$ cat src/rtl/tlp_pkg.sv
// Constants and carrier types for the T1 test, loop and PRBS unit
package tlp_pkg;
    localparam logic [7:0] ADDR_CTRL = 8'h00;
    localparam logic [7:0] ADDR_CHAN = 8'h04;
    localparam logic [7:0] ADDR_DEFECT = 8'h08;
    localparam logic [7:0] ADDR_STAT = 8'h0c;
    localparam logic [7:0] ADDR_ISR = 8'h10;
    localparam logic [7:0] ADDR_BEC = 8'h14;
    localparam logic [7:0] ADDR_SIMERR = 8'h18;
    // Control register bit positions
    localparam int C_GEN = 0;
    localparam int C_MON = 1;
    localparam int C_POLY20 = 2;
    localparam int C_INV = 3;
    localparam int C_FRAMED = 4;
    localparam int C_ECNT = 5;
    localparam int C_RLOOP = 6;
    localparam int C_JFIFO = 7;
    localparam int C_PLOOP = 8;
    localparam int C_TRANSP = 9;
    localparam int C_SAIS = 10;
    localparam int C_LLOOP = 11;
    localparam int C_XAIS = 12;
    localparam int C_CLOOP = 13;
    localparam int C_SIM = 14;
    localparam int CTRL_W = 15;
    // Defect request bit positions
    localparam int D_FRAME = 0;
    localparam int D_MFRAME = 1;
    localparam int D_CRC = 2;
    localparam int D_SIG = 3;
    localparam int D_PRBS = 4;
    localparam int D_BPV = 5;
    localparam logic [14:0] CTRL_RST = 15'h0000;
    localparam logic [7:0] FRAME_LAST = 8'hc0;
    localparam logic [3:0] MF_LAST = 4'hb;
    localparam logic [3:0] SIG_FRAME = 4'h5;
    localparam logic [11:0] SF_PATTERN = 12'h8dc;
    localparam logic [3:0] ZERO_MAX = 4'he;
    localparam logic [5:0] LOCK_MATCH = 6'h20;
    localparam logic [3:0] LOSE_ERRS = 4'h8;
    localparam logic [2:0] SIM_LAST = 3'h7;
    typedef struct packed {
        logic psel;
        logic penable;
        logic pwrite;
        logic [7:0] paddr;
        logic [31:0] pwdata;
    } tlp_apb_req_t;
    typedef struct packed {
        logic pready;
        logic [31:0] prdata;
        logic pslverr;
    } tlp_apb_rsp_t;
    typedef struct packed {
        logic bit_tick;
        logic line_rx_inputs;
        logic system_tx_data_in;
    } tlp_stream_in_t;
endpackage : tlp_pkg

$ cat src/rtl/tlp_unit.sv
// Test loops, PRBS, alarm simulation and defect insertion for a T1 framer
//
// Our own choices: the APB register port and the placing of the registers.
`timescale 1ns/100ps
module tlp_unit
    import tlp_pkg::*;
(
    input wire logic clk,
    input wire logic srst,
    input wire tlp_apb_req_t apb_req,
    output tlp_apb_rsp_t apb_rsp,
    input wire tlp_stream_in_t strm,
    input wire logic [3:0] real_alarms,
    input wire logic [1:0] real_slips,
    output logic line_tx_outputs,
    output logic line_tx_violation,
    output logic line_tx_clock_looped,
    output logic system_rx_data_out,
    output logic [3:0] alarm_report
);
    typedef struct packed {
        logic [CTRL_W-1:0] ctrl;
        logic [4:0] chan;
        logic [7:0] idle;
        logic [5:0] defect;
        logic [2:0] alarm_sim_counter;
        logic [2:0] third_interrupt_status;
        logic [15:0] pattern_bit_error_counter;
        logic [15:0] sim_err;
        logic [7:0] pos;
        logic [3:0] frame;
        logic [19:0] gen;
        logic [3:0] gen_zeros;
        logic [19:0] mon;
        logic [5:0] match;
        logic [3:0] errs;
        logic lock;
        logic inv;
        logic [7:0] jfifo;
        logic tx_data;
        logic tx_bpv;
        logic tx_clk_loop;
        logic rx_data;
        logic [3:0] alarms;
        logic pready;
        logic [31:0] prdata;
        logic pslverr;
    } tlp_state_t;

    tlp_state_t st_reg;
    tlp_state_t st_next;

    // Outputs straight from the state register
    assign apb_rsp.pready = st_reg.pready;
    assign apb_rsp.prdata = st_reg.prdata;
    assign apb_rsp.pslverr = st_reg.pslverr;
    assign line_tx_outputs = st_reg.tx_data;
    assign line_tx_violation = st_reg.tx_bpv;
    assign line_tx_clock_looped = st_reg.tx_clk_loop;
    assign system_rx_data_out = st_reg.rx_data;
    assign alarm_report = st_reg.alarms;

    // All next-state logic
    always_comb begin
        logic access;
        logic done;
        logic f_bit;
        logic [7:0] pm1;
        logic [4:0] slot;
        logic [2:0] sbit;
        logic prbs_slot;
        logic rx_src;
        logic gfb;
        logic gbit;
        logic mexp;
        logic diff;
        logic b;
        logic r;
        logic in_chan;
        logic sim_on;
        logic [2:0] sc;
        st_next = st_reg;
        b = 1'b0;
        r = 1'b0;
        access = apb_req.psel & apb_req.penable & ~st_reg.pready;
        done = apb_req.psel & apb_req.penable & st_reg.pready;
        f_bit = (st_reg.pos == 8'h00);
        pm1 = st_reg.pos - 8'h01;
        slot = pm1[7:3];
        sbit = pm1[2:0];
        in_chan = st_reg.ctrl[C_CLOOP] & ~f_bit & (slot == st_reg.chan);
        prbs_slot = ~st_reg.ctrl[C_FRAMED] | ~f_bit;
        // Local loop cuts the line receiver off
        rx_src = st_reg.ctrl[C_LLOOP] ? strm.system_tx_data_in
                                      : strm.line_rx_inputs;
        gfb = st_reg.ctrl[C_POLY20] ? (st_reg.gen[19] ^ st_reg.gen[16])
                                    : (st_reg.gen[14] ^ st_reg.gen[13]);
        // Forced one breaks any run beyond the zero limit
        gbit = (st_reg.gen_zeros >= ZERO_MAX) ? 1'b1 : gfb;
        mexp = st_reg.ctrl[C_POLY20] ? (st_reg.mon[19] ^ st_reg.mon[16])
                                     : (st_reg.mon[14] ^ st_reg.mon[13]);
        diff = rx_src ^ mexp;
        sim_on = (st_reg.alarm_sim_counter != 3'h0);
        st_next.tx_bpv = 1'b0;
        st_next.ctrl[C_SIM] = 1'b0;

        // APB register file, one wait state per transfer
        st_next.pready = access;
        // Error flag stands only with its own pready
        st_next.pslverr = 1'b0;
        if (access) begin
            st_next.pslverr = 1'b0;
            st_next.prdata = 32'h0000_0000;
            case (apb_req.paddr)
                ADDR_CTRL: st_next.prdata = 32'(st_reg.ctrl);
                ADDR_CHAN: st_next.prdata = {19'h0, st_reg.idle,
                                             st_reg.chan};
                ADDR_DEFECT: st_next.prdata = 32'(st_reg.defect);
                ADDR_STAT: st_next.prdata = {25'h0, st_reg.alarm_sim_counter,
                                             st_reg.inv, st_reg.lock,
                                             2'h0};
                ADDR_ISR: st_next.prdata = 32'(st_reg.third_interrupt_status);
                ADDR_BEC: st_next.prdata =
                    32'(st_reg.pattern_bit_error_counter);
                ADDR_SIMERR: st_next.prdata = 32'(st_reg.sim_err);
                default: st_next.pslverr = 1'b1;
            endcase
        end
        if (done & apb_req.pwrite) begin
            case (apb_req.paddr)
                ADDR_CTRL: st_next.ctrl = apb_req.pwdata[CTRL_W-1:0];
                ADDR_CHAN: begin
                    st_next.chan = apb_req.pwdata[4:0];
                    st_next.idle = apb_req.pwdata[12:5];
                end
                // Requests pile up; each bit clears once spent
                ADDR_DEFECT: st_next.defect = st_reg.defect
                                              | apb_req.pwdata[5:0];
                default: ;
            endcase
        end
        // Read side effects clear sticky flags and counters
        if (done & ~apb_req.pwrite) begin
            if (apb_req.paddr == ADDR_ISR) begin
                st_next.third_interrupt_status = 3'h0;
            end
            if (apb_req.paddr == ADDR_BEC) begin
                st_next.pattern_bit_error_counter = 16'h0000;
            end
            if (apb_req.paddr == ADDR_SIMERR) begin
                st_next.sim_err = 16'h0000;
            end
        end

        // Alarm simulation stepping, wraps after eight steps
        sc = st_reg.alarm_sim_counter;
        if (st_reg.ctrl[C_SIM]) begin
            sc = (sc == SIM_LAST) ? 3'h0 : sc + 3'h1;
            st_next.alarm_sim_counter = sc;
            if (sc == 3'h5) begin
                st_next.third_interrupt_status[1] = 1'b1;
            end
            if (sc == 3'h6) begin
                st_next.third_interrupt_status[2] = 1'b1;
            end
            if (sc == 3'h6 || sc == SIM_LAST) begin
                st_next.sim_err = st_next.sim_err + 16'h0001;
            end
        end
        // Indications follow the step and so clear on their own
        if (sim_on) begin
            st_next.alarms = {sc == 3'h4, sc == 3'h3,
                              sc == 3'h2, sc == 3'h1};
        end else begin
            st_next.alarms = real_alarms;
            st_next.third_interrupt_status[2:1] =
                st_next.third_interrupt_status[2:1] | real_slips;
        end

        if (strm.bit_tick) begin
            // Frame position, F bit at 0, 12-frame superframe
            if (st_reg.pos == FRAME_LAST) begin
                st_next.pos = 8'h00;
                st_next.frame = (st_reg.frame == MF_LAST) ? 4'h0
                                : st_reg.frame + 4'h1;
            end else begin
                st_next.pos = st_reg.pos + 8'h01;
            end
            // Jitter FIFO modelled as a fixed elastic delay
            st_next.jfifo = {st_reg.jfifo[6:0], strm.line_rx_inputs};

            // Generator advances only in pattern bit positions
            if (st_reg.ctrl[C_GEN] & prbs_slot) begin
                st_next.gen = {st_reg.gen[18:0], gfb};
                st_next.gen_zeros = gbit ? 4'h0 : st_reg.gen_zeros + 4'h1;
            end

            // Self-synchronising monitor on either polarity
            if (st_reg.ctrl[C_MON] & prbs_slot) begin
                // Once locked, run on predicted bits: one error, one count
                st_next.mon = {st_reg.mon[18:0],
                               st_reg.lock ? (mexp ^ st_reg.inv)
                                           : rx_src};
                if (!st_reg.lock) begin
                    if (st_reg.match == 6'h00 || diff != st_reg.inv) begin
                        st_next.inv = diff;
                        st_next.match = 6'h01;
                    end else begin
                        st_next.match = st_reg.match + 6'h01;
                    end
                    if (st_reg.match == LOCK_MATCH) begin
                        st_next.lock = 1'b1;
                        st_next.third_interrupt_status[0] = 1'b1;
                        st_next.errs = 4'h0;
                    end
                end else if (diff != st_reg.inv) begin
                    if (st_reg.ctrl[C_ECNT] &&
                        st_reg.pattern_bit_error_counter != 16'hffff) begin
                        st_next.pattern_bit_error_counter =
                            st_next.pattern_bit_error_counter
                            + 16'h0001;
                    end
                    st_next.errs = st_reg.errs + 4'h1;
                    if (st_reg.errs == LOSE_ERRS - 4'h1) begin
                        st_next.lock = 1'b0;
                        st_next.match = 6'h00;
                        st_next.third_interrupt_status[0] = 1'b1;
                    end
                end else begin
                    st_next.errs = 4'h0;
                end
            end else if (!st_reg.ctrl[C_MON]) begin
                st_next.lock = 1'b0;
                st_next.match = 6'h00;
            end

            // Transmit bit selection
            if (st_reg.ctrl[C_PLOOP]) begin
                // System transmit inputs take no part here
                b = strm.line_rx_inputs;
                if (f_bit && !st_reg.ctrl[C_TRANSP]) begin
                    b = SF_PATTERN[MF_LAST - st_reg.frame];
                end
            end else begin
                b = strm.system_tx_data_in;
                if (f_bit) begin
                    b = SF_PATTERN[MF_LAST - st_reg.frame];
                end
                if (in_chan) begin
                    b = st_reg.idle[3'h7 - sbit];
                end
                if (st_reg.ctrl[C_GEN] & prbs_slot) begin
                    b = gbit ^ st_reg.ctrl[C_INV] ^ st_reg.defect[D_PRBS];
                    st_next.defect[D_PRBS] = 1'b0;
                end
            end
            // Single defects, each at its next opportunity
            if (f_bit && !st_reg.frame[0] && st_reg.defect[D_FRAME]) begin
                b = ~b;
                st_next.defect[D_FRAME] = 1'b0;
            end
            if (f_bit && st_reg.frame[0] && st_reg.defect[D_MFRAME]) begin
                b = ~b;
                st_next.defect[D_MFRAME] = 1'b0;
            end
            if (f_bit && st_reg.frame[1:0] == 2'h1 &&
                st_reg.defect[D_CRC]) begin
                b = ~b;
                st_next.defect[D_CRC] = 1'b0;
            end
            if (!f_bit && sbit == 3'h7 && st_reg.frame == SIG_FRAME &&
                st_reg.defect[D_SIG]) begin
                b = ~b; // Robbed bit of the signaling frame
                st_next.defect[D_SIG] = 1'b0;
            end
            if (st_reg.defect[D_BPV]) begin
                st_next.tx_bpv = 1'b1;
                st_next.defect[D_BPV] = 1'b0;
            end
            // Blue alarm to the far end, payload loop included; local and remote loopback untouched
            if (st_reg.ctrl[C_XAIS] & ~sim_on) begin
                b = 1'b1;
            end
            // Remote loop overrides every data bit toward the line; BPV requests still reach line_tx_violation
            if (st_reg.ctrl[C_RLOOP]) begin
                b = st_reg.ctrl[C_JFIFO] ? st_reg.jfifo[7]
                                         : strm.line_rx_inputs;
            end
            st_next.tx_data = b;

            // Receive toward system, still fed in remote loop
            r = rx_src;
            if (in_chan) begin
                r = strm.system_tx_data_in;
            end
            if (st_reg.ctrl[C_SAIS]) begin
                r = 1'b1;
            end
            st_next.rx_data = r;
        end
        st_next.tx_clk_loop = st_reg.ctrl[C_RLOOP];
    end

    // State register, synchronous reset
    always_ff @(posedge clk) begin
        if (srst) begin
            st_reg <= '0;
            st_reg.gen <= 20'hfffff; // Seed must be nonzero
            st_reg.ctrl <= CTRL_RST;
        end else begin
            st_reg <= st_next;
        end
    end
endmodule : tlp_unit

$ cat config.mk
export PLATFORM = sky130hd
export DESIGN_NAME = tlp_unit
export DESIGN_NICKNAME = d
export VERILOG_FILES = /design/src/rtl/tlp_pkg.sv /design/src/rtl/tlp_unit.sv
export SDC_FILE = /design/constraint.sdc
export NUM_CORES = 1
export LEC_CHECK = 0
export BUFFER_PORTS_ARGS = -buffer_cell sky130_fd_sc_hd__buf_4
export CORE_MARGIN = 2
export CORE_UTILIZATION = 59
export CTS_CLUSTER_SIZE = 14
export DETAILED_ROUTE_END_ITERATION = 7
export GPL_TIMING_DRIVEN = 0
export PLACE_DENSITY = 0.8
export SYNTH_ARGS = -nofsm -noshare
export SYNTH_HDL_FRONTEND = slang
export SYNTH_SLANG_ARGS = --single-unit
export TNS_END_PERCENT = 10
$ cat constraint.sdc
create_clock -name clk -period 3.39 [get_ports clk]
set_clock_uncertainty 0.05 [all_clocks]
set_input_delay 0 -clock clk [delete_from_list [all_inputs] [get_ports clk]]
set_output_delay 0 -clock clk [all_outputs]
set_load 0.005 [all_outputs]
# ---- Word level (Yosys, flattened, before mapping)
# Memories as Yosys holds them, arrays and structs flattened.
# Cells that the tools add are included.
dict set report totals {
  input_bits 54
  ff_bits 190
  word_cells 213
  memories 1
  out_inout_bits 42
  rom_bits 16
}
dict set report op_classes {
  reduce_logical 34
  n_eq_ne 27
  n_lt_le_gt_ge 3
  n_addsub 11
  bitwise 35
  mux 75
}
# memory depth width read_ports rd_ports_with_merged_regs wr line_no
set mem_list {}
lappend mem_list {{(no name shown)} 16 1 1 0 0 tlp_unit.sv:247} ;# b = SF_PATTERN[MF_LAST - st_reg.frame];
# op n
set op_table {}
lappend op_table {{one-hot mux 16 bit (7 select lines)} 1}
lappend op_table {{2-to-1 mux 16 bit} 6}
lappend op_table {{2-to-1 mux 17 bit} 3}
lappend op_table {{2-to-1 mux 6 bit} 8}
lappend op_table {{2-to-1 mux 1 bit} 43}
lappend op_table {{2-to-1 mux 35 bit} 1}
lappend op_table {{adder 16 x 1 -> 16 bit (second input constant)} 2}
lappend op_table {{equality test 8 x 5 -> 1 bit (second input constant)} 3}
lappend op_table {{equality test 3 bit (second input constant)} 6}
lappend op_table {{equality test 8 x 4 -> 1 bit (second input constant)} 2}
lappend op_table {{zero test 8 bit} 2}
lappend op_table {{2-to-1 mux 4 bit} 4}
lappend op_table {{!= test 16 bit (second input constant)} 1}
lappend op_table {{inverter 1 bit} 14}
lappend op_table {{adder 4 x 1 -> 4 bit (second input constant)} 3}
lappend op_table {{AND reduction 2 bit} 6}
lappend op_table {{logical AND 1 bit} 11}
lappend op_table {{2-to-1 mux 11 bit} 1}
lappend op_table {{AND 1 bit} 10}
lappend op_table {{2-to-1 mux 3 bit} 3}
lappend op_table {{adder 8 x 1 -> 8 bit (second input constant)} 1}
lappend op_table {{equality test 4 x 3 -> 1 bit (second input constant)} 2}
lappend op_table {{equality test 8 x 3 -> 1 bit (second input constant)} 1}
lappend op_table {{equality test 8 bit (second input constant)} 1}
lappend op_table {{other kinds (35)} 50}

# ---- Longest topological paths before layout
# Gate-level depths: netlist (run 1).
dict set report logic_depth {
  ltp_word 21
  depth_mapped 12
  ltp_nobuf 10
}

# ---- Least setup slack after synthesis (run 1)
# No wires, ideal clock.
dict set report synth_path {
  kind {register to register}
  from {register st_reg[153] in the netlist's numbering}
  to {register st_reg[133] in the netlist's numbering}
  arrival_ns 2.326
  path_buffers 1
  required_ns 3.219
  synth_period_minus_slack_ns 2.496
  path_slack_ns 0.894
  stages_incl_launch_ff 9
  setup_ns 0.121
  path_cell_list {dfxtp_1 > ha_1 > ha_1 > and4b_1 > buf_1 > nand3_1 > a311oi_1 > nand3_1 > mux2_2}
}
dict set report synth_via {
  elab_chain_cells 6
  elab_cells_between_ends 8
  classes_between {1 x add/sub; 3 x eq/ne; 3 x mux; 1 x reduce/logical}
}
# item line_no
set synth_rtl {}
lappend synth_rtl {{start: declaration} tlp_unit.sv:50} ;# tlp_state_t st_reg;
lappend synth_rtl {{start signal: assignment} tlp_unit.sv:311} ;# st_reg <= st_next;
lappend synth_rtl {{adder 3 x 1 -> 3 bit / equality test 3 bit (equally long branches)} tlp_unit.sv:158} ;# sc = (sc == SIM_LAST) ? 3'h0 : sc + 3'h1;
lappend synth_rtl {{2-to-1 mux 3 bit *} tlp_unit.sv:158}
lappend synth_rtl {{equality test 3 bit} tlp_unit.sv:166} ;# if (sc == 3'h6 || sc == SIM_LAST) begin
lappend synth_rtl {{logical OR 1 bit *} tlp_unit.sv:166}
lappend synth_rtl {{2-to-1 mux 16 bit *} tlp_unit.sv:166}
lappend synth_rtl {{2-to-1 mux 16 bit *} tlp_unit.sv:157} ;# if (st_reg.ctrl[C_SIM]) begin
# Mark *: on every way between the ends. The rest lies on a longest branch, timed or not.
# A chain may end at the register's enable or synchronous reset.

# ---- Worst setup path after layout (run 1)
dict set report layout_path {
  from {register st_reg[110] in the netlist's numbering}
  to {register st_reg[142] in the netlist's numbering}
}
dict set report layout_via {
  elab_chain_cells 6
}
# item line_no
set layout_rtl {}
lappend layout_rtl {{zero test 8 bit} tlp_unit.sv:87} ;# f_bit = (st_reg.pos == 8'h00);
lappend layout_rtl {{inverter 1 bit} tlp_unit.sv:92} ;# prbs_slot = ~st_reg.ctrl[C_FRAMED] | ~f_bit;
lappend layout_rtl {{bitwise OR 1 bit} tlp_unit.sv:92}
lappend layout_rtl {{AND 1 bit} tlp_unit.sv:199} ;# if (st_reg.ctrl[C_MON] & prbs_slot) begin
lappend layout_rtl {{2-to-1 mux 17 bit} tlp_unit.sv:199}
lappend layout_rtl {{2-to-1 mux 17 bit} tlp_unit.sv:180} ;# if (strm.bit_tick) begin
# No other way between the ends.

==> impl_metrics.env, run 1 <==
export IMPL_synth_area_leader_cell="dfxtp_1"
export IMPL_p_leak_nw=3.87
export IMPL_crit_fanout=9
export IMPL_grtUsageMet1_pct=36.7
export IMPL_r2r_slack_ns=0.30
export IMPL_place_area_um2=9190
export IMPL_cp_start_kind="flip-flop"
export IMPL_syn_cell_area_um2=8460
export IMPL_synth_edf_count=0
export IMPL_slew_violations=0
export IMPL_drtIter0Drc=811
export IMPL_finalCriticalPeriod_ns=3.09
export IMPL_pwr_share_clk_pct=44.7
export IMPL_use_met2_pct=48.6
export IMPL_synthXorXnorAreaFrac_pct=4.78
export IMPL_clock_latency_ns=0.43
export IMPL_r2r_end="st_reg[142]"
export IMPL_fin_setup_tns_ns=0
export IMPL_r2r_cells=10
export IMPL_power_internal_mw=3.24
export IMPL_synth_flop_cell="dfxtp_1"
export IMPL_setup_violations=0
export IMPL_power_mw=4.30
export IMPL_outcome="finished clean"
export IMPL_final_hold_violation_count=0
export IMPL_dpl_hpwl_mm=16.0
export IMPL_synth_top_area_share_pct=41.2
export IMPL_area_growth_pct=18.6
export IMPL_ctsRootBufferMaster="clkbuf_16"
export IMPL_vias=7712
export IMPL_rsz0062_at_grt="no"
export IMPL_fp_row_count=43
export IMPL_cts_sinks=174
export IMPL_maxCapViolations=0
export IMPL_irDropWorstVdd_mv=0.349
export IMPL_critPathTopFamily="simple AND/OR/NAND/NOR gates"
export IMPL_antenna_found_initial=0
export IMPL_dieArea_um2=15300
export IMPL_start_util_pct=60.7
export IMPL_crit_slowest_cell="or4b_2"
export IMPL_finalNetCount=1198
export IMPL_final_area_um2=10000
export IMPL_htreeDepth=4
export IMPL_post_route_period_util_pct=91.2
export IMPL_synthAdderAreaFrac_pct=2.81
export IMPL_path_cells="buf_2 -> inv_1 -> ha_1 -> or3b_2 -> buf_2 -> o31ai_2 -> nor4_1 -> nand4_1 -> or4b_2 -> a21oi_1"
export IMPL_synth_compound_area_share_pct=14.7
export IMPL_track_usage_pct=30.0
export IMPL_grt_pass1_vias=7024
export IMPL_worst_slack_ns=0.298
export IMPL_pre_cts_slack_ns=0.260
export IMPL_yosysUniqueCellTypes=69
export IMPL_worstSetupStartpoint="st_reg[110]"
export IMPL_drc=0
export IMPL_grt_pass1_wl_mm=35.4
export IMPL_min_delay_path_class="input port to flip-flop"
export IMPL_diodes=0
export IMPL_worstSetupPathDepth=10
export IMPL_power_frac_seq_pct=48.2
export IMPL_wl_per_cell_um=17.2
export IMPL_largest_reg_flops=147
export IMPL_p_per_area_nw_per_um2=429
export IMPL_via_per_inst=5.85
export IMPL_pin_count=96
export IMPL_synthMuxAreaShare_pct=6.06
export IMPL_async_flop_share_pct=0
export IMPL_first_pass_iters=5
export IMPL_relSlewSlack_pct=32.9
export IMPL_routed_wl_mm=22.7
export IMPL_io_buffers=59
export IMPL_cts_tree="yes"
export IMPL_fillers=1099
export IMPL_cts_buffer_depth=2
export IMPL_synth_top_family_by_area="simple AND/OR/NAND/NOR gates"
export IMPL_netSwitchingPower_mw=1.06
export IMPL_antenna_left=0
export IMPL_critPathRequiredTime_ns=3.70
export IMPL_syn_inst=1005
export IMPL_ys_top_cells_by_area="dfxtp_1, nand2_1, a21oi_1"
export IMPL_crit_path_frequent_cell="buf_2"
export IMPL_share_comb_of_total_power_pct=7.1
export IMPL_fmax_mhz=323
export IMPL_layout_commonest_cell="dfxtp_1"
export IMPL_yosysSeqAreaShare_pct=41.2
export IMPL_clk_pin_slew_ns=0.07
export IMPL_grt_start_max_net_pins=18
export IMPL_fin_util_pct=72.0
export IMPL_grt_overflow=0
export IMPL_synth_simple_area_share_pct=22.8
export IMPL_top_usage_layer="met2"
export IMPL_layout_drive_gt1_share_pct=15.2
export IMPL_reg2reg_from="st_reg[110]"
export IMPL_end_kind="flip-flop"
export IMPL_criticalPathCategory="flip-flop to flip-flop"
export IMPL_worst_slew_pin_slew_ns=1.00
export IMPL_yosys_warnings=0
export IMPL_post_layout_nonfiller_instances=1318
export IMPL_grt_met3_usage_pct=6.59
export IMPL_cp_buffers_inverters=3
export IMPL_die_h_um=124
export IMPL_syn_avg_cell_area_um2=8.42
export IMPL_final_cell_mix="dfxtp_1, nand2_1, nor2_1"
export IMPL_max_stage_delay_ns=0.68
export IMPL_holdWs_ns=0.0519
export IMPL_switching_share_pct=24.7
export IMPL_placed_cells=1259
export IMPL_gp_congestion=0.970
export IMPL_cts_made_buffers=17
export IMPL_endpoint="st_reg[142]"
export IMPL_ys_ff_latch=174
export IMPL_cp_arrival_ns=3.41
export IMPL_dieWidth_um=124
export IMPL_coreArea_um2=13900
[repair_timing]
item,4_1_cts,5_1_grt
setup endpoints to repair,0,1
hold endpoints to repair,47,0
resized for setup,0,1
buffers inserted,0,0
hold buffers,27,0
[tightest hold or removal path, cell delays in order]
cell	delay (ns)
buf_4	0.08
nor2_1	0.14
a21oi_1	0.16
o21a_1	0.12
[power groups by stage]
stage / Clock, mW / Combinational, mW / Sequential, mW
floorplan: 0 / 0.168 / 2.12
global placement: 0 / 0.271 / 2.12
detailed placement: 0 / 0.273 / 2.12
CTS: 1.94 / 0.300 / 2.07
global route: 2.02 / 0.328 / 2.07
finish: 1.92 / 0.306 / 2.07
[Yosys cell counts (13+ instances only)]
library cell  instances
dfxtp_1             174
nand2_1             150
nor2_1              104
a21oi_1              95
nand3_1              41
clkbuf_1             40
buf_4                39
mux2i_1              31
xor2_1               27
inv_1                25
o21ai_0              20
ha_1                 19
a22oi_1              17
xnor2_1              14
and3_1               13
[final cells by class]
cell class / count / area [um2] / area share (%)
clock inverter: 15 / 150 / 1.50
tap: 180 / 225 / 2.24
buffer: 96 / 544 / 5.42
clock buffer: 17 / 425 / 4.24
multi-input combinational: 724 / 4400 / 43.8
inverter: 26 / 97.6 / 0.972
sequential: 174 / 3480 / 34.7
timing repair buffer: 86 / 713 / 7.10
[per-layer routing]
metal	wire length [um]	vias to the layer above
li1	-	3721
met1	9070	3549
met5	0	-
met4	1190	0
met3	1850	96
met2	10500	346
[worst min-delay path by stage]
stage / from / to / cells after the start
final: apb_req[40] / st_reg[149] / 4
after global routing: apb_req[40] / st_reg[149] / 4
after CTS: apb_req[40] / st_reg[149] / 4
after floorplan: apb_req[7] / st_reg[164] / 2
after detailed placement: real_alarms[1] / alarm_report[1] / 3
after global placement: apb_req[14] / st_reg[189] / 2
[logic make-up after synthesis]
group                      count (synthesis)
muxes                                     44
buffers and inverters                    122
other                                      1
AOI/OAI and AO/OA                        198
adders and majority gates                 19
xor gates and xnor gates                  43
and+or+nand+nor                          404
DFF                                      174
No activity file was read; power rests on OpenSTA's default activity.
==> inputs of run 2 (changes only) <==
==> constraint.sdc (replaced) <==
create_clock -name clk -period 3.45 [get_ports clk]
set_clock_uncertainty 0.05 [all_clocks]
set_input_delay 0 -clock clk [delete_from_list [all_inputs] [get_ports clk]]
set_output_delay 0 -clock clk [all_outputs]
set_load 0.005 [all_outputs]
==> run 2 against run 1 <==
Net effect: global-route usage unchanged; critical endpoint is now st_reg[141]; sequential share of layout area hardly changed; die area stayed put; clock power is essentially flat; first-iteration DRC count decreased by 16%; maximum frequency decreased by 2.4%; sequential power hardly changed; largest cell class unchanged; total power fell by 1.7%; final area is essentially flat; wire length fell by 0.12%; clock-buffer cell count is the same; highest routed layer unchanged.
==> impl_metrics.env, run 2 (synthesis gave the netlist of run 1 again) <==
export IMPL_slew_violations=0
export IMPL_gp_congestion=0.970
export IMPL_first_pass_iters=7
export IMPL_rsz0062_at_grt="no"
export IMPL_clock_latency_ns=0.44
export IMPL_hp_start="apb_req[40]"
export IMPL_diodes=0
export IMPL_switching_share_pct=24.8
export IMPL_finalCriticalPeriod_ns=3.17
export IMPL_power_mw=4.23
export IMPL_setup_violations=0
export IMPL_critPathRequiredTime_ns=3.77
export IMPL_irDropWorstVdd_mv=0.343
export IMPL_post_route_period_util_pct=91.9
export IMPL_cts_made_buffers=17
export IMPL_ctsRootBufferMaster="clkbuf_16"
export IMPL_cp_arrival_ns=3.49
export IMPL_netSwitchingPower_mw=1.05
export IMPL_use_met2_pct=48.6
export IMPL_final_hold_violation_count=0
export IMPL_dieArea_um2=15300
export IMPL_placed_cells=1259
export IMPL_grt_overflow=0
export IMPL_worstSetupStartpoint="st_reg[110]"
export IMPL_start_util_pct=60.7
export IMPL_end_kind="flip-flop"
export IMPL_die_h_um=124
export IMPL_crit_path_frequent_cell="buf_2"
export IMPL_path_cells="buf_2 -> inv_1 -> ha_1 -> or3b_2 -> buf_2 -> o31ai_2 -> nor3_2 -> nand4_1 -> buf_4 -> or3_1 -> a21oi_1"
export IMPL_track_usage_pct=30.0
export IMPL_crit_slowest_cell="nor3_2"
export IMPL_post_layout_nonfiller_instances=1318
export IMPL_pwr_share_clk_pct=44.7
export IMPL_htreeDepth=4
export IMPL_grt_pass1_vias=7024
export IMPL_clk_pin_slew_ns=0.07
export IMPL_cts_buffer_depth=2
export IMPL_pin_count=96
export IMPL_multi_input_area_um2=4390
export IMPL_worst_slew_pin_slew_ns=0.983
export IMPL_critPathTopFamily="simple AND/OR/NAND/NOR gates"
export IMPL_io_buffers=59
export IMPL_crit_fanout=10
export IMPL_fmax_mhz=316
export IMPL_post_cts_buffers=0
export IMPL_fillers=1100
export IMPL_p_leak_nw=3.86
export IMPL_cts_sinks=174
export IMPL_area_growth_pct=18.6
export IMPL_grtUsageMet1_pct=36.7
export IMPL_drc=0
export IMPL_dieWidth_um=124
export IMPL_grt_start_max_net_pins=18
export IMPL_register_area_um2=3480
export IMPL_p_per_area_nw_per_um2=422
export IMPL_maxCapViolations=0
export IMPL_wl_per_cell_um=17.2
export IMPL_outcome="finished clean"
export IMPL_share_comb_of_total_power_pct=7.1
export IMPL_relSlewSlack_pct=34.0
export IMPL_grt_pass1_wl_mm=35.4
export IMPL_coreArea_um2=13900
export IMPL_layout_commonest_cell="dfxtp_1"
export IMPL_criticalPathCategory="flip-flop to flip-flop"
export IMPL_cts_tree="yes"
export IMPL_largest_reg_flops=147
export IMPL_dpl_hpwl_mm=16.0
export IMPL_power_frac_seq_pct=48.2
export IMPL_reg2reg_from="st_reg[110]"
export IMPL_final_cell_mix="dfxtp_1, nand2_1, nor2_1"
export IMPL_max_stage_delay_ns=0.46
export IMPL_min_delay_path_class="input port to flip-flop"
export IMPL_layout_drive_gt1_share_pct=15.2
export IMPL_antenna_found_initial=0
export IMPL_top_usage_layer="met2"
export IMPL_finalNetCount=1198
export IMPL_fp_row_count=43
export IMPL_cp_buffers_inverters=4
export IMPL_drtIter0Drc=681
export IMPL_routed_wl_mm=22.6
export IMPL_power_internal_mw=3.18
export IMPL_antenna_left=0
export IMPL_fin_setup_tns_ns=0
export IMPL_grt_met3_usage_pct=6.59
export IMPL_vias=7754
export IMPL_via_per_inst=5.88
export IMPL_cp_start_kind="flip-flop"
run 2: metrics by stage:
| step | setup slack, ns | hold WS [ns] | cell area [um2] | utilization (%) |
|---|---|---|---|---|
| floorplan | 0.954 | 0.0860 | 8520 | - |
| global placement | 0.415 | 0.185 | 9190 | 65.9 |
| detailed placement | 0.320 | 0.184 | 9190 | 65.9 |
| CTS | 0.313 | 0.00850 | 10000 | 72.0 |
| global route | 0.0295 | 0.0463 | 10000 | 72.0 |
| finish | 0.281 | 0.0446 | 10000 | 72.0 |
run 2: worst paths after layout:
check | endpoint | slack, ns | cells past startpoint
worst max register to register | st_reg[141] | 0.28 | 11
worst min register to register | st_reg[64] | 0.40 | 2
worst max-delay path | st_reg[141] | 0.28 | 11
worst min-delay path | st_reg[149] | 0.04 | 4
run 2: final cells by class:
cell class,count,share of cell area (%)
clock buffers,17,4.24
plain buffers,96,5.43
multi-input cells,724,43.8
clock inverters,15,1.50
well taps,180,2.24
inverters,26,0.973
repair buffers,86,7.11
flip-flops and latches,174,34.7
run 2: power by group through the flow:
stage | registers [mW] | logic (mW) | clock network, mW
floorplan | 2.08 | 0.165 | 0
global placement | 2.08 | 0.266 | 0
detailed placement | 2.08 | 0.268 | 0
CTS | 2.04 | 0.294 | 1.90
global route | 2.04 | 0.322 | 1.98
finish | 2.04 | 0.300 | 1.89
run 2: metal layers:
| layer | wire length (um) | vias to the layer above | share of wire [%] |
|---|---|---|---|
| li1 | - | 3718 | - |
| met1 | 9140 | 3617 | 40 |
| met2 | 10600 | 336 | 47 |
| met3 | 1820 | 83 | 8.0 |
| met4 | 1070 | 0 | 4.7 |
| met5 | 0 | - | 0 |
run 2: timing repair:
item	4_1_cts	5_1_grt
gates resized for setup	0	0
hold buffers	27	0
endpoints found under the hold margin	47	0
run 2: worst register-to-register path, cell delays in order (launching register included):
cell	delay [ns]
dfxtp_1	0.35
buf_2	0.25
inv_1	0.10
ha_1	0.24
or3b_2	0.19
buf_2	0.19
o31ai_2	0.11
nor3_2	0.46
nand4_1	0.41
buf_4	0.31
or3_1	0.31
a21oi_1	0.13
==> inputs of run 3 (changes only) <==
--- a/config.mk
+++ b/config.mk
@@ -7,11 +7,13 @@
 export LEC_CHECK = 0
 export BUFFER_PORTS_ARGS = -buffer_cell sky130_fd_sc_hd__buf_4
 export CORE_MARGIN = 2
-export CORE_UTILIZATION = 59
+export CORE_UTILIZATION = 61
+export CTS_BUF_LIST = sky130_fd_sc_hd__clkbuf_8
 export CTS_CLUSTER_SIZE = 14
 export DETAILED_ROUTE_END_ITERATION = 7
 export GPL_TIMING_DRIVEN = 0
-export PLACE_DENSITY = 0.8
+export MAX_ROUTING_LAYER = met4
+export PLACE_DENSITY = 0.83
 export SYNTH_ARGS = -nofsm -noshare
 export SYNTH_HDL_FRONTEND = slang
 export SYNTH_SLANG_ARGS = --single-unit
==> run 3 against run 2 <==
Net effect: clock power fell by 11%; final area shrank 0.77%; die area fell by 3.2%; final cell count grew 0.23%; critical path depth did not move; core utilization is 0.56 points higher; worst setup slack worse by 0.085 ns; wire length down 0.61%; sequential share of layout area grew 0.27 points; global-route usage increased by 1.8 points; total power is 5.1% lower; combinational power hardly changed; critical endpoint unchanged; highest routed layer unchanged.
==> impl_metrics.env, run 3 (synthesis gave the netlist of run 1 again) <==
export IMPL_grt_pass1_vias=7040
export IMPL_first_pass_iters=7
export IMPL_track_usage_pct=31.7
export IMPL_fin_setup_tns_ns=0
export IMPL_cts_buffer_depth=2
export IMPL_p_leak_nw=3.84
export IMPL_dieWidth_um=122
export IMPL_dpl_hpwl_mm=16.1
export IMPL_drtIter0Drc=877
export IMPL_fp_row_count=43
export IMPL_maxCapViolations=0
export IMPL_r2r_cells=11
export IMPL_clock_latency_ns=0.48
export IMPL_critPathTopFamily="simple AND/OR/NAND/NOR gates"
export IMPL_irDropWorstVdd_mv=0.309
export IMPL_hp_start="apb_req[35]"
export IMPL_cp_start_kind="flip-flop"
export IMPL_reg2reg_from="st_reg[110]"
export IMPL_setup_violations=0
export IMPL_cp_buffers_inverters=4
export IMPL_max_stage_delay_ns=0.51
export IMPL_cts_sinks=174
export IMPL_cp_arrival_ns=3.60
export IMPL_io_buffers=59
export IMPL_cts_made_buffers=17
export IMPL_p_per_area_nw_per_um2=403
export IMPL_post_layout_nonfiller_instances=1321
export IMPL_crit_fanout=10
export IMPL_wl_per_cell_um=17.0
export IMPL_clk_pin_slew_ns=0.10
export IMPL_layout_drive_gt1_share_pct=15.2
export IMPL_placed_cells=1259
export IMPL_antenna_left=0
export IMPL_cts_resized=0
export IMPL_path_cells="buf_2 -> inv_1 -> ha_1 -> or3b_2 -> buf_2 -> o31ai_2 -> nor3_2 -> nand4_1 -> buf_4 -> or3_1 -> a21oi_1"
export IMPL_grt_start_max_net_pins=17
export IMPL_die_h_um=122
export IMPL_post_route_period_util_pct=94.3
export IMPL_end_kind="flip-flop"
export IMPL_outcome="finished clean"
export IMPL_pin_count=96
export IMPL_crit_path_frequent_cell="buf_2"
export IMPL_htreeDepth=4
export IMPL_gp_congestion=1.00
export IMPL_final_hold_violation_count=0
export IMPL_relSlewSlack_pct=35.3
export IMPL_largest_reg_flops=147
export IMPL_final_area_um2=9950
export IMPL_crit_slowest_cell="nor3_2"
export IMPL_start_util_pct=61.7
export IMPL_vias=7703
export IMPL_place_area_um2=9190
export IMPL_fillers=1069
export IMPL_criticalPathCategory="flip-flop to flip-flop"
export IMPL_min_to="st_reg[152]"
export IMPL_dieArea_um2=14800
export IMPL_coreArea_um2=13700
export IMPL_drc=0
export IMPL_r2r_slack_ns=0.20
export IMPL_finalCriticalPeriod_ns=3.25
export IMPL_finalNetCount=1200
export IMPL_ctsRootBufferMaster="clkbuf_8"
export IMPL_rsz0062_at_grt="no"
export IMPL_r2r_end="st_reg[141]"
export IMPL_layout_commonest_cell="dfxtp_1"
export IMPL_grt_pass1_wl_mm=35.4
export IMPL_worst_slew_pin_slew_ns=0.963
export IMPL_final_cell_mix="dfxtp_1, nand2_1, nor2_1"
export IMPL_cts_tree="yes"
export IMPL_critPathRequiredTime_ns=3.80
export IMPL_antenna_found_initial=1
export IMPL_grt_overflow=0
export IMPL_fmax_mhz=307
export IMPL_hold_depth=5
export IMPL_via_per_inst=5.83
export IMPL_area_growth_pct=17.6
export IMPL_slew_violations=0
export IMPL_routed_wl_mm=22.5
export IMPL_min_delay_path_class="input port to flip-flop"
run 3: cell types whose count changed in the layout (fill, tap and decap cells not counted):
cell	previous run	this run
diode_2	0	1
dlygate4sd3_1	27	29
clkinvlp_4	3	0
bufinv_16	1	5
inv_8	2	1
clkbuf_8	0	18
inv_6	7	4
clkbuf_16	17	0
clkinv_4	1	3
run 3: what timing repair did:
item,CTS,global route
hold buffers,29,0
endpoints found under the hold margin,53,0
buffers inserted,0,0
run 3: per-layer routing:
metal  GRT usage [%]  wire, um  vias up
li1                -         -     3718
met1            37.9      8880     3587
met2            51.7     10900      330
met3            5.99      1800       68
met4            15.2       904        0
met5               -         0        -
run 3: layout make-up:
| class | count | area (um2) | area share, % |
|---|---|---|---|
| inverters | 26 | 97.6 | 0.980 |
| flip-flops and latches | 174 | 3480 | 35.0 |
| clock buffers | 18 | 248 | 2.49 |
| diodes | 1 | 2.50 | 0.0251 |
| repair buffers | 88 | 733 | 7.37 |
| clock inverters | 14 | 228 | 2.29 |
| well taps | 180 | 225 | 2.26 |
| multi-input cells | 724 | 4390 | 44.1 |
| plain buffers | 96 | 544 | 5.47 |
run 3: worst max path at each step:
stage                startpoint          end  slack, ns  cells past startpoint
CTS                 st_reg[110]  st_reg[141]       0.32                     11
detailed placement  st_reg[110]  st_reg[141]       0.34                     11
floorplan           st_reg[153]  st_reg[133]       0.95                      8
global placement    st_reg[110]  st_reg[141]       0.41                     11
finish              st_reg[110]  st_reg[141]       0.20                     11
global route        st_reg[110]  st_reg[141]       0.07                     11
run 3: tightest hold or removal path, stage by stage:
cell and delay, ns:
buf_4 0.10, nor2b_1 0.05, nand3_1 0.18, a222oi_1 0.11
nor2_1 0.08
run 3: where the power goes:
part | total (mW) | leakage, nW | internal [mW] | switching, mW
Combinational | 0.302 | 2.19 | 0.141 | 0.161
Sequential | 2.04 | 1.41 | 2.02 | 0.0119
Clock | 1.68 | 0.241 | 0.897 | 0.779
run 3: stage by stage:
stage	hold WS, ns	setup slack, ns	utilization [%]	total power [mW]
after global routing	0.0436	0.0707	72.6	4.12
after global placement	0.184	0.413	67.0	2.35
after detailed placement	0.184	0.340	67.0	2.35
final	0.0286	0.196	72.6	4.01
after floorplan	0.0860	0.954	-	2.24
after CTS	0.00750	0.316	72.5	4.02
